$ cat config.mk
export PLATFORM = sky130hd
export DESIGN_NAME = spi_pin_select
export DESIGN_NICKNAME = d
export VERILOG_FILES = /design/src/spi_pin_pkg.sv /design/src/sync_two_flop.sv /design/src/spi_pin_select.sv
export SDC_FILE = /design/constraint.sdc
export NUM_CORES = 1
export LEC_CHECK = 0
export ABC_AREA = 1
export BUFFER_PORTS_ARGS = -buffer_cell sky130_fd_sc_hd__clkbuf_2
export CAP_MARGIN = 20
export CORE_MARGIN = 4
export CORE_UTILIZATION = 32
export CTS_BUF_LIST = sky130_fd_sc_hd__clkbuf_8
export CTS_CLUSTER_DIAMETER = 80
export CTS_CLUSTER_SIZE = 20
export DETAILED_ROUTE_END_ITERATION = 16
export GPL_TIMING_DRIVEN = 0
export SYNTH_ARGS = -nofsm -noshare
export SYNTH_HDL_FRONTEND = slang
export SYNTH_SLANG_ARGS = --single-unit
$ cat constraint.sdc
create_clock -name clk_i -period 3.85 [get_ports clk_i]
set_input_delay 0 -clock clk_i [delete_from_list [all_inputs] [get_ports clk_i]]
set_output_delay 0 -clock clk_i [all_outputs]
set_load 0.1 [all_outputs]
$ cat src/spi_pin_pkg.sv
// Constants, field layouts and types shared by the serial port design.
package spi_pin_pkg;

    // ------------------------------------------------------------------
    // Register byte offsets
    // ------------------------------------------------------------------
    localparam logic [7:0] CTRL_OFFSET = 8'h00;
    localparam logic [7:0] DATA_OFFSET = 8'h04;
    localparam logic [7:0] DIV_OFFSET  = 8'h08;

    // ------------------------------------------------------------------
    // Control register field positions
    // ------------------------------------------------------------------
    localparam int unsigned PORT_ENABLE_POS   = 0;
    localparam int unsigned BUSY_POS          = 1;
    localparam int unsigned SELECT_MODE_POS   = 2;
    localparam int unsigned OVERRUN_POS       = 4;
    localparam int unsigned MODE_FAULT_POS    = 5;
    localparam int unsigned WCOL_POS          = 6;
    localparam int unsigned DONE_POS          = 7;
    localparam int unsigned MASTER_ENABLE_POS = 8;

    // ------------------------------------------------------------------
    // Select mode encodings and reset values
    // ------------------------------------------------------------------
    localparam logic [1:0] SEL_3WIRE          = 2'h0;
    localparam logic [1:0] SEL_MULTI          = 2'h1;
    localparam logic [1:0] SELECT_MODE_RESET  = SEL_MULTI;
    localparam logic [7:0] DIV_RESET          = 8'h04;
    localparam logic [7:0] DATA_RESET         = 8'h00;
    localparam logic [2:0] LAST_BIT           = 3'h7;
    localparam int unsigned SYNC_WIDTH        = 4;

    // ------------------------------------------------------------------
    // Types
    // ------------------------------------------------------------------
    typedef struct packed {
        logic       master_enable;
        logic [1:0] select_mode;
        logic       port_enable;
    } ctrl_s;

    typedef struct packed {
        logic done;
        logic wcol;
        logic mode_fault;
        logic overrun;
    } flags_s;

    typedef enum logic [1:0] {
        m_idle,
        m_low,
        m_high
    } master_state_e;

endpackage : spi_pin_pkg

$ cat src/sync_two_flop.sv
// Two flip-flop synchroniser for the serial port pin inputs.
`timescale 1ns/1ns
module sync_two_flop
    import spi_pin_pkg::*;
(
    input  wire logic                  clk_i,
    input  wire logic                  rst_i,
    input  wire logic [SYNC_WIDTH-1:0] async_i,
    output logic      [SYNC_WIDTH-1:0] sync_o
);

    logic [SYNC_WIDTH-1:0] stage;

    always_ff @(posedge clk_i or posedge rst_i) begin
        if (rst_i) begin
            stage  <= '0;
            sync_o <= '0;
        end else begin
            stage  <= async_i;
            sync_o <= stage;
        end
    end

endmodule : sync_two_flop

$ cat src/spi_pin_select.sv
// Serial peripheral port with pin direction and select mode logic, APB slave.
//
// Our own choices: the address map and the APB interface to the registers.
`timescale 1ns/1ns

// Summary of operation
// - Full-duplex serial link; the port works as bus master or as slave.
// - Master-to-slave line is output as master, input as slave, MSB first.
// - As master the master-to-slave line carries the shift register top bit.
// - Slave-to-master line is input as master, output as slave, MSB first.
// - Slave-to-master output floats when disabled or when unselected 4-wire slave.
// - A 3-wire slave always drives the shift register top bit out.
// - Master makes and drives the serial clock; a slave only receives it.
// - A 4-wire slave ignores serial clock while its select input is high.
// - Mode 00 is 3-wire, select unused, slave always selected.
// - Mode 01 makes select an input that selects the slave.
// - Mode 01 master: falling select input disables the master function.
// - Mode 1x drives select out at the level of the low mode bit.
// - Select is routed to a pin except in 3-wire mode 00.
// - Master data write fills buffer, starts transfer when shifter empty, sets done flag.
// - Multi-master select falling edge clears master and port enables, sets mode fault.
// - A 4-wire slave clears its bit counter on each select falling edge.
module spi_pin_select
    import spi_pin_pkg::*;
(
    input  wire logic        clk_i,
    input  wire logic        rst_i,
    input  wire logic        psel_i,
    input  wire logic        penable_i,
    input  wire logic        pwrite_i,
    input  wire logic [7:0]  paddr_i,
    input  wire logic [31:0] pwdata_i,
    output logic      [31:0] prdata_o,
    output logic             pready_o,
    output logic             pslverr_o,
    input  wire logic        sck_i,
    output logic             sck_o,
    output logic             sck_oe_n_o,
    input  wire logic        mosi_i,
    output logic             mosi_o,
    output logic             mosi_oe_n_o,
    input  wire logic        miso_i,
    output logic             miso_o,
    output logic             miso_oe_n_o,
    input  wire logic        slave_select_i,
    output logic             slave_select_o,
    output logic             slave_select_oe_n_o,
    output logic             select_routed_o
);

    // ------------------------------------------------------------------
    // State
    // ------------------------------------------------------------------
    ctrl_s                 ctrl;
    flags_s                flags;
    master_state_e         m_state;
    logic [7:0]            div;
    logic [7:0]            div_cnt;
    logic [7:0]            tx_buf;
    logic                  tx_full;
    logic [7:0]            rx_buf;
    logic                  rx_full;
    logic [7:0]            shreg;
    logic [2:0]            bit_cnt;
    logic                  rx_bit;
    logic                  slave_loaded;
    logic                  done_evt;
    logic [SYNC_WIDTH-1:0] pins_s;
    logic                  sck_d;
    logic                  ss_d;

    // ------------------------------------------------------------------
    // Pin input synchronisation
    // ------------------------------------------------------------------
    sync_two_flop u_sync (
        .clk_i   (clk_i),
        .rst_i   (rst_i),
        .async_i ({~slave_select_i, miso_i, mosi_i, sck_i}),
        .sync_o  (pins_s)
    );

    wire sck_s  = pins_s[0];
    wire mosi_s = pins_s[1];
    wire miso_s = pins_s[2];
    wire ss_s   = ~pins_s[3];

    always_ff @(posedge clk_i or posedge rst_i) begin
        if (rst_i) begin
            sck_d <= 1'h0;
            ss_d  <= 1'h1;
        end else begin
            sck_d <= sck_s;
            ss_d  <= ss_s;
        end
    end

    // ------------------------------------------------------------------
    // Decoded conditions
    // ------------------------------------------------------------------
    wire master_mode = ctrl.port_enable & ctrl.master_enable;
    wire slave_mode  = ctrl.port_enable & ~ctrl.master_enable;
    wire sck_rise    = sck_s & ~sck_d;
    wire sck_fall    = ~sck_s & sck_d;
    wire ss_fall     = ~ss_s & ss_d;
    wire mode_3wire  = (ctrl.select_mode == SEL_3WIRE);
    wire mode_multi  = (ctrl.select_mode == SEL_MULTI);
    wire selected    = mode_3wire | (mode_multi & ~ss_s);
    wire fault_evt   = master_mode & mode_multi & ss_fall;
    wire tx_take     = tx_full & ((master_mode & (m_state == m_idle))
                                  | (slave_mode & ~slave_loaded));

    wire apb_acc = psel_i & penable_i & pready_o;
    wire apb_wr  = apb_acc & pwrite_i;
    wire apb_rd  = apb_acc & ~pwrite_i;
    wire wr_ctrl = apb_wr & (paddr_i == CTRL_OFFSET);
    wire wr_data = apb_wr & (paddr_i == DATA_OFFSET);
    wire wr_div  = apb_wr & (paddr_i == DIV_OFFSET);
    wire rd_data = apb_rd & (paddr_i == DATA_OFFSET);
    wire wr_ok   = wr_data & ~(tx_full & ~tx_take);

    function automatic logic addr_mapped(input logic [7:0] a);
        addr_mapped = (a == CTRL_OFFSET) | (a == DATA_OFFSET) | (a == DIV_OFFSET);
    endfunction : addr_mapped

    // ------------------------------------------------------------------
    // APB slave: one wait state, registered answer
    // ------------------------------------------------------------------
    always_ff @(posedge clk_i or posedge rst_i) begin
        if (rst_i) begin
            pready_o  <= 1'h0;
            pslverr_o <= 1'h0;
            prdata_o  <= 32'h0;
        end else begin
            pready_o  <= psel_i & penable_i & ~pready_o;
            pslverr_o <= psel_i & penable_i & ~pready_o & ~addr_mapped(paddr_i);
            prdata_o  <= 32'h0;
            if (psel_i & penable_i & ~pready_o & ~pwrite_i) begin
                case (paddr_i)
                    CTRL_OFFSET: begin
                        prdata_o[MASTER_ENABLE_POS]                 <= ctrl.master_enable;
                        prdata_o[DONE_POS]                          <= flags.done;
                        prdata_o[WCOL_POS]                          <= flags.wcol;
                        prdata_o[MODE_FAULT_POS]                    <= flags.mode_fault;
                        prdata_o[OVERRUN_POS]                       <= flags.overrun;
                        prdata_o[SELECT_MODE_POS+1:SELECT_MODE_POS] <= ctrl.select_mode;
                        prdata_o[BUSY_POS]                          <= (m_state != m_idle);
                        prdata_o[PORT_ENABLE_POS]                   <= ctrl.port_enable;
                    end
                    DATA_OFFSET: prdata_o[7:0] <= rx_buf;
                    DIV_OFFSET:  prdata_o[7:0] <= div;
                    default:     prdata_o      <= 32'h0;
                endcase
            end
        end
    end

    // ------------------------------------------------------------------
    // Control register
    // ------------------------------------------------------------------
    always_ff @(posedge clk_i or posedge rst_i) begin
        if (rst_i) begin
            ctrl.master_enable <= 1'h0;
            ctrl.port_enable   <= 1'h0;
            ctrl.select_mode   <= SELECT_MODE_RESET;
            div                <= DIV_RESET;
        end else begin
            if (wr_ctrl) begin
                ctrl.master_enable <= pwdata_i[MASTER_ENABLE_POS];
                ctrl.port_enable   <= pwdata_i[PORT_ENABLE_POS];
                ctrl.select_mode   <= pwdata_i[SELECT_MODE_POS+1:SELECT_MODE_POS];
            end
            if (fault_evt) begin
                ctrl.master_enable <= 1'h0;
                ctrl.port_enable   <= 1'h0;
            end
            if (wr_div) begin
                div <= pwdata_i[7:0];
            end
        end
    end

    // ------------------------------------------------------------------
    // Status flags: writing zero clears, a new event wins
    // ------------------------------------------------------------------
    always_ff @(posedge clk_i or posedge rst_i) begin
        if (rst_i) begin
            flags <= '0;
        end else begin
            if (wr_ctrl) begin
                flags.done       <= (flags.done & pwdata_i[DONE_POS]) | done_evt;
                flags.wcol       <= (flags.wcol & pwdata_i[WCOL_POS]) | (wr_data & ~wr_ok);
                flags.mode_fault <= (flags.mode_fault & pwdata_i[MODE_FAULT_POS]) | fault_evt;
                flags.overrun    <= (flags.overrun & pwdata_i[OVERRUN_POS])
                                    | (done_evt & slave_mode & rx_full);
            end else begin
                flags.done       <= flags.done | done_evt;
                flags.wcol       <= flags.wcol | (wr_data & ~wr_ok);
                flags.mode_fault <= flags.mode_fault | fault_evt;
                flags.overrun    <= flags.overrun | (done_evt & slave_mode & rx_full);
            end
        end
    end

    // ------------------------------------------------------------------
    // Transmit and receive buffers
    // ------------------------------------------------------------------
    always_ff @(posedge clk_i or posedge rst_i) begin
        if (rst_i) begin
            tx_buf  <= DATA_RESET;
            tx_full <= 1'h0;
        end else if (wr_ok) begin
            tx_buf  <= pwdata_i[7:0];
            tx_full <= 1'h1;
        end else if (tx_take) begin
            tx_full <= 1'h0;
        end
    end

    always_ff @(posedge clk_i or posedge rst_i) begin
        if (rst_i) begin
            rx_buf  <= DATA_RESET;
            rx_full <= 1'h0;
        end else if (done_evt & ~(slave_mode & rx_full)) begin
            rx_buf  <= shreg;
            rx_full <= 1'h1;
        end else if (rd_data) begin
            rx_full <= 1'h0;
        end
    end

    // ------------------------------------------------------------------
    // Shift engine for master and slave
    // ------------------------------------------------------------------
    always_ff @(posedge clk_i or posedge rst_i) begin
        if (rst_i) begin
            m_state      <= m_idle;
            div_cnt      <= 8'h00;
            shreg        <= DATA_RESET;
            bit_cnt      <= 3'h0;
            rx_bit       <= 1'h0;
            slave_loaded <= 1'h0;
            done_evt     <= 1'h0;
        end else begin
            done_evt <= 1'h0;
            if (master_mode) begin
                slave_loaded <= 1'h0;
                case (m_state)
                    m_idle: begin
                        if (tx_take) begin
                            shreg   <= tx_buf;
                            bit_cnt <= 3'h0;
                            div_cnt <= 8'h00;
                            m_state <= m_low;
                        end
                    end
                    m_low: begin
                        if (div_cnt == div) begin
                            div_cnt <= 8'h00;
                            rx_bit  <= miso_s;
                            m_state <= m_high;
                        end else begin
                            div_cnt <= div_cnt + 8'h01;
                        end
                    end
                    m_high: begin
                        if (div_cnt == div) begin
                            div_cnt <= 8'h00;
                            shreg   <= {shreg[6:0], rx_bit};
                            if (bit_cnt == LAST_BIT) begin
                                done_evt <= 1'h1;
                                m_state  <= m_idle;
                            end else begin
                                bit_cnt <= bit_cnt + 3'h1;
                                m_state <= m_low;
                            end
                        end else begin
                            div_cnt <= div_cnt + 8'h01;
                        end
                    end
                    default: m_state <= m_idle;
                endcase
            end else begin
                m_state <= m_idle;
                div_cnt <= 8'h00;
                if (!slave_mode) begin
                    bit_cnt      <= 3'h0;
                    slave_loaded <= 1'h0;
                end else if (mode_multi & ss_fall) begin
                    bit_cnt <= 3'h0;
                end else if (tx_take) begin
                    shreg        <= tx_buf;
                    slave_loaded <= 1'h1;
                end else if (selected & sck_rise) begin
                    rx_bit <= mosi_s;
                end else if (selected & sck_fall) begin
                    shreg <= {shreg[6:0], rx_bit};
                    if (bit_cnt == LAST_BIT) begin
                        done_evt     <= 1'h1;
                        slave_loaded <= 1'h0;
                        bit_cnt      <= 3'h0;
                    end else begin
                        bit_cnt <= bit_cnt + 3'h1;
                    end
                end
            end
        end
    end

    // ------------------------------------------------------------------
    // Pin drivers
    // ------------------------------------------------------------------
    always_ff @(posedge clk_i or posedge rst_i) begin
        if (rst_i) begin
            sck_o               <= 1'h0;
            sck_oe_n_o          <= 1'h1;
            mosi_o              <= 1'h0;
            mosi_oe_n_o         <= 1'h1;
            miso_o              <= 1'h0;
            miso_oe_n_o         <= 1'h1;
            slave_select_o      <= 1'h1;
            slave_select_oe_n_o <= 1'h1;
            select_routed_o     <= 1'h1;
        end else begin
            sck_o               <= (m_state == m_high);
            sck_oe_n_o          <= ~master_mode;
            mosi_o              <= shreg[7];
            mosi_oe_n_o         <= ~master_mode;
            miso_o              <= shreg[7];
            miso_oe_n_o         <= ~(slave_mode & selected);
            slave_select_o      <= ctrl.select_mode[0];
            slave_select_oe_n_o <= ~ctrl.select_mode[1];
            select_routed_o     <= ~mode_3wire;
        end
    end
endmodule : spi_pin_select

Word-level counts from Yosys, hierarchy flattened
Cells that the tools add are included.
W data, S select, Z words.
{"block": "classes", "n_addsub": 2, "order_cmp": 0, "n_div": 0, "shift": 0, "mul": 0, "muxes": 64, "bitwise_logic": 66, "n_reduce_logical": 17, "n_eq_ne": 25}
{"operator": "$mux W8", "n": 11}
{"operator": "$and A1 B1 Y1", "n": 37}
{"operator": "$pmux W8 S2", "n": 2}
{"operator": "$mux W1", "n": 31}
{"operator": "$mux W3", "n": 10}
{"operator": "$pmux W8 S3", "n": 1}
{"operator": "$ne A3 B3 Y1 const B", "n": 6}
{"operator": "$not A1 Y1", "n": 17}
{"operator": "$reduce_and A7 Y1", "n": 2}
{"operator": "$ne A4 B2 Y1 const B", "n": 3}
{"operator": "$or A1 B1 Y1", "n": 12}
{"operator": "$reduce_bool A2 Y1", "n": 6}
{"operator": "$mux W9", "n": 1}
{"operator": "$add A8 B1 Y8 const B", "n": 1}
{"operator": "$eq A8 B3 Y1 const B", "n": 1}
{"operator": "$eq A8 B4 Y1 const B", "n": 1}
{"operator": "$eq A8 B8 Y1", "n": 1}
{"operator": "$logic_not A8 Y1", "n": 1}
{"operator": "$mux W2", "n": 4}
{"operator": "$mux W4", "n": 2}
{"operator": "$ne A4 B4 Y1 const B", "n": 2}
{"operator": "$pmux W2 S3", "n": 1}
{"operator": "$pmux W3 S2", "n": 1}
{"operator": "$reduce_and A6 Y1", "n": 1}
{"operator": "other kinds (15)", "n": 19}
{"block": "totals", "n_memories": 0, "romBits": 0, "regBits": 109, "ram_bits": 0, "latch_bits": 0, "word_cells": 207}

Longest topological paths before layout
{"block": "depth", "ltp_word": 13, "ltp_mapped": 11}

Modules after synthesis
A second synthesis with hierarchy kept.
{"block": "unflattened", "hier_cells": 515, "hier_area_um2": 4376.7}
{"mod": "spi_pin_select", "instances": 1, "area_each_um2": 4172.8, "cells_per_inst": 506}
{"mod": "sync_two_flop", "instances": 1, "area_each_um2": 203.9, "cells_per_inst": 9}

Worst setup path after synthesis
No wires, ideal clock.
{"block": "synth_path", "kind": "reg-to-reg", "start": "register pready_o", "end": "register flags[2] in the netlist's numbering", "synth_period_minus_slack_ns": 1.946, "t_required_ns": 3.722, "path_buffers": 1, "arrival_ns": 1.818, "path_slack_ns": 1.904, "stages_incl_launch_ff": 7, "path_cell_list": "dfrtp_1 nand4_1 inv_1 nand2_2 buf_2 o21ai_0 o31ai_1"}
{"block": "synth_between", "elab_chain_len": 8, "elab_cells_between_ends": 10}
{"element": "from (decl)", "line_no": "spi_pin_select.sv:34", "rtl": "output logic pready_o,"}
{"element": "from (signal assigned)", "line_no": "spi_pin_select.sv:134", "rtl": "pready_o <= psel_i & penable_i & ~pready_o;"}
{"element": "$and A1 B1 Y1 (*)", "line_no": "spi_pin_select.sv:112", "rtl": "wire apb_acc = psel_i & penable_i & pready_o;"}
{"element": "$and A1 B1 Y1 (*)", "line_no": "spi_pin_select.sv:113", "rtl": "wire apb_wr = apb_acc & pwrite_i;"}
{"element": "$and A1 B1 Y1", "line_no": "spi_pin_select.sv:116", "rtl": "wire wr_data = apb_wr & (paddr_i == DATA_OFFSET);"}
{"element": "$and A1 B1 Y1", "line_no": "spi_pin_select.sv:119", "rtl": "wire wr_ok = wr_data & ~(tx_full & ~tx_take);"}
{"element": "$not A1 Y1", "line_no": "spi_pin_select.sv:191, spi_pin_select.sv:197"}
{"element": "$and A1 B1 Y1", "line_no": "spi_pin_select.sv:191, spi_pin_select.sv:197"}
{"element": "$or A1 B1 Y1 (on tied branches)", "line_no": "spi_pin_select.sv:197, spi_pin_select.sv:191"}
{"element": "$mux W4 (*)", "line_no": "spi_pin_select.sv:189", "rtl": "if (wr_ctrl) begin"}
{"element": "to (decl)", "line_no": "spi_pin_select.sv:55", "rtl": "flags_s flags;"}
Mark *: on every way between the ends. The rest lies on a longest branch, timed or not.
A chain may end at the register's enable or synchronous reset.

Worst setup path in the final report
{"block": "layout_path", "start": "register pready_o", "end": "register prdata_o[6]"}
{"block": "layout_between", "elab_chain_len": 4}
{"element": "$not A1 Y1", "line_no": "spi_pin_select.sv:137", "rtl": "if (psel_i & penable_i & ~pready_o & ~pwrite_i) begin"}
{"element": "$and A1 B1 Y1 (2 in a row)", "line_no": "spi_pin_select.sv:137"}
{"element": "$mux W9", "line_no": "spi_pin_select.sv:137"}
{"element": "to (signal, indexed assignment)", "line_no": "spi_pin_select.sv:140", "rtl": "prdata_o[MASTER_ENABLE_POS] <= ctrl.master_enable;"}
{"element": "to (signal, indexed assignment)", "line_no": "spi_pin_select.sv:141", "rtl": "prdata_o[DONE_POS] <= flags.done;"}
{"element": "to (signal, indexed assignment)", "line_no": "spi_pin_select.sv:142", "rtl": "prdata_o[WCOL_POS] <= flags.wcol;"}
{"element": "to (decl)", "line_no": "spi_pin_select.sv:33", "rtl": "output logic [31:0] prdata_o,"}
No other way between the ends.

==> impl_metrics.csv <==
group,metric,value,unit
sta,finalSetupTns,0,ps
setup_path,arrival,2410,ps
yosys,yosysWarnings,0,
setup_path,crit_path_max_fanout,8,
sta,worst_pin_slew,606,ps
setup_path,critPathRequiredTime,4160,ps
routing,vias_per_cell,4.37,
yosys,netlist_instances,530,
yosys,yosysTopAreaCell,"dfrtp_1",
yosys,syn_area,4330,sq um
clocking,cts_resized,0,
sta,setup_violations,0,
setup_path,cp-start-kind,"flip-flop",
setup_path,path_depth,8,
placed_design,gp_congestion,0.801,
setup_path,worstPathCellList,"nor3_1 > dlygate4sd3_1 > inv_1 > nor2_1 > inv_1 > nor2_1 > nand2_1 > inv_1",
setup_path,cpPeakStageDelay,600,ps
yosys,async_flop_share,1.00,
layout,drive_gt1_frac,0.212,
clocking,clkLatencyLatePin,370,ps
floorplan,ioPinCount,92,
clocking,cts_buffer_depth,2,
routing,via_count,3533,
floorplan,core_area,13200,sq um
setup_path,worst-path-buf-inv,4,
routing,detail-route-antenna-nets,0,
yosys,synth_edf_count,0,
global_route,grt_usage,0.135,
setup_path,r2r_cells,8,
global_route,grt_pass1_wl,17000,um
routing,wire_per_inst,12.4,um
layout,antennaDiodeCount,0,
clocking,cts.clk_slew.worst_paths,100,ps
setup_path,cp-startpoint,"pready_o",
floorplan,start_util,0.327,
global_route,grt_pass1_vias,3458,
clocking,post_cts_buffers,0,
flow_run,max-cap-violations,0,
yosys,synth_most_common_cell,"nand2_1",
clocking,holdBufCountCts,18,
clocking,clock_sinks,86,
setup_path,r2r-end,"prdata_o[6]",
setup_path,crit_type,"reg -> reg",
floorplan,die-area,15500,sq um
yosys,synth_flop_cell,"dfrtp_1",
global_route,gr-total-overflow,0,
routing,drc,0,
setup_path,crit_path_end_kind,"flip-flop",
power,power,0.00186,W
setup_path,cp_top_family,"simple AND/OR/NAND/NOR gates",
placed_design,dp_hpwl,7500,um
floorplan,rows,42,
floorplan,die_w,124,um
setup_path,crit_path_top_delay_cell,"dlygate4sd3_1",
placed_design,portBuffers,45,
yosys,synth_commonest_cells,"nand2_1, dfrtp_1, inv_1, nor2_1, o21ai_0",
clocking,cts_root_buffer,"clkbuf_8",
clocking,cts_tree,"built",
global_route,grt_max_degree,48,
power,p_leak,2.79,nW
yosys,syn_avg_cell_area,8.18,sq um
sta,period_share,0.545,
min_path,hold_path.class,"in -> reg",
sta,fmax,477,MHz
setup_path,endpoint,"prdata_o[6]",
sta,hold_viol,0,
sta,maxSlewHeadroom,0.593,
layout,synthToLayoutAreaGrowth,22.1,%
routing,firstDrtPassIters,4,
floorplan,die_h,124,um
sta,slew_viol_final,0,
yosys,ys_seq_area_frac,0.499,
routing,drtIter0Drc,273,
sta,fin_hold_ws,55.7,ps
setup_path,cpMostUsedCell,"inv_1",
status,status,"complete, no violations",
yosys,netlist.area_leader.share,0.450,
setup_path,worstReg2RegStart,"pready_o",
sta,rsz0062_at_grt,"no",
sta,period_minus_slack,2100,ps
yosys,synthDistinctLibCells,35,
power,pwr_density_cell,351,nW/um^2
yosys,synth-seq-cells,86,
layout,fin_nets,683,
setup_path,reg2reg_slack,1750,ps
power,ir_worst_vdd,148,uV
routing,routed_wl,10000,um
clocking,cts_made_buffers,9,
sta,skew,17.4,ps
yosys,synth_area_leaders,"dfrtp_1, nand2_1, inv_1, dfstp_2, buf_4",
clocking,cts-htree-levels,3,
global_route,antenna_found_initial,0,
==> routing by layer <==
layer  GRT usage  vias to the layer above  share of wire
met5           0                        -              0
met4      0.0355                        0          0.011
met3      0.0317                       12          0.051
met2       0.230                       63           0.50
met1       0.172                     1659           0.44
li1            -                     1799              -
==> worst register-to-register path, delay by kind of cell, from the launching register on <==
kind | cells | cell delay [ps]
flip-flops | 1 | 420
AND/OR/NAND/NOR | 4 | 830
buffers and inverters | 4 | 790
==> cells in the final DEF (no fill, tap or decap), types with 3 or more instances in the layout <==
cell type	Yosys	layout
conb_1	1	23
ha_1	7	7
nand2_2	6	6
dlygate4sd3_1	0	18
dfrtp_1	78	78
xor2_1	3	3
inv_1	71	70
nor2_1	32	32
clkbuf_2	0	45
inv_6	0	3
a21oi_1	13	13
o21ai_1	27	27
clkbuf_8	0	9
dfstp_2	8	8
nand4_1	6	6
xnor2_1	4	4
o21ai_0	32	32
buf_2	6	6
o21ai_2	8	8
buf_4	26	26
nand2_1	155	155
nand3_1	17	17
inv_2	5	5
nor3_1	5	5
==> registers in the layout, indices dropped and copies added (netlist names), 2 cells and up <==
register / flops
rx_buf: 8
shreg: 8
div: 8
flags: 4
u_sync.stage: 4
ctrl: 4
m_state: 2
div_cnt: 8
tx_buf: 8
prdata_o: 9
bit_cnt: 3
u_sync.sync_o: 4
==> layout make-up <==
cell class / count / area, sq um
fill: 1373 / 7950
sequential: 86 / 2160
multi-input combinational: 355 / 1720
timing repair buffer: 64 / 425
inverter: 76 / 288
buffer: 35 / 244
tap: 176 / 220
clock buffer: 9 / 124
clock inverter: 7 / 104
==> stage by stage <==
| stage | utilization | setup slack, ps | std cells | cell area, sq um |
|---|---|---|---|---|
| 4_1_cts | 0.400 | 1730 | 808 | 5290 |
| 2_1_floorplan | - | 1640 | 552 | 4420 |
| 5_1_grt | 0.400 | 1610 | 808 | 5290 |
| 6_report | 0.400 | 1750 | 808 | 5290 |
| 3_5_place_dp | 0.369 | 2020 | 774 | 4880 |
| 3_3_place_gp | 0.367 | 590 | 773 | 4860 |
==> worst min-delay path by stage <==
stage          startpoint         endpoint  slack, ps  depth (start not counted)
2_1_floorplan       sck_i  u_sync.stage[0]         30                          0
3_3_place_gp        sck_i  u_sync.stage[0]        110                          1
5_1_grt         penable_i          rx_full        110                          4
6_report        penable_i          rx_full         60                          4
3_5_place_dp        rst_i  u_sync.stage[3]        100                          2
4_1_cts         penable_i          rx_full         30                          4
==> logic make-up after synthesis <==
| kind of cell | count (synthesis) | share of synthesized area |
|---|---|---|
| AOI/OAI and AO/OA | 85 | 0.107 |
| DFF | 86 | 0.499 |
| and+or+nand+nor | 232 | 0.234 |
| xor gates and xnor gates | 7 | 0.0141 |
| buffers and inverters | 111 | 0.122 |
| muxes | 1 | 0.00260 |
| other | 1 | 0.000865 |
| adders and majority gates | 7 | 0.0202 |
==> where the power goes <==
part / switching, W / internal, W / leakage [nW]
clock network: 0.000355 / 0.000375 / 0.115
logic: 0.000162 / 0.0000474 / 1.55
registers: 0.00000518 / 0.000913 / 1.12
total: 0.000521 / 0.00134 / 2.79
(Power assumes the default switching activity.)
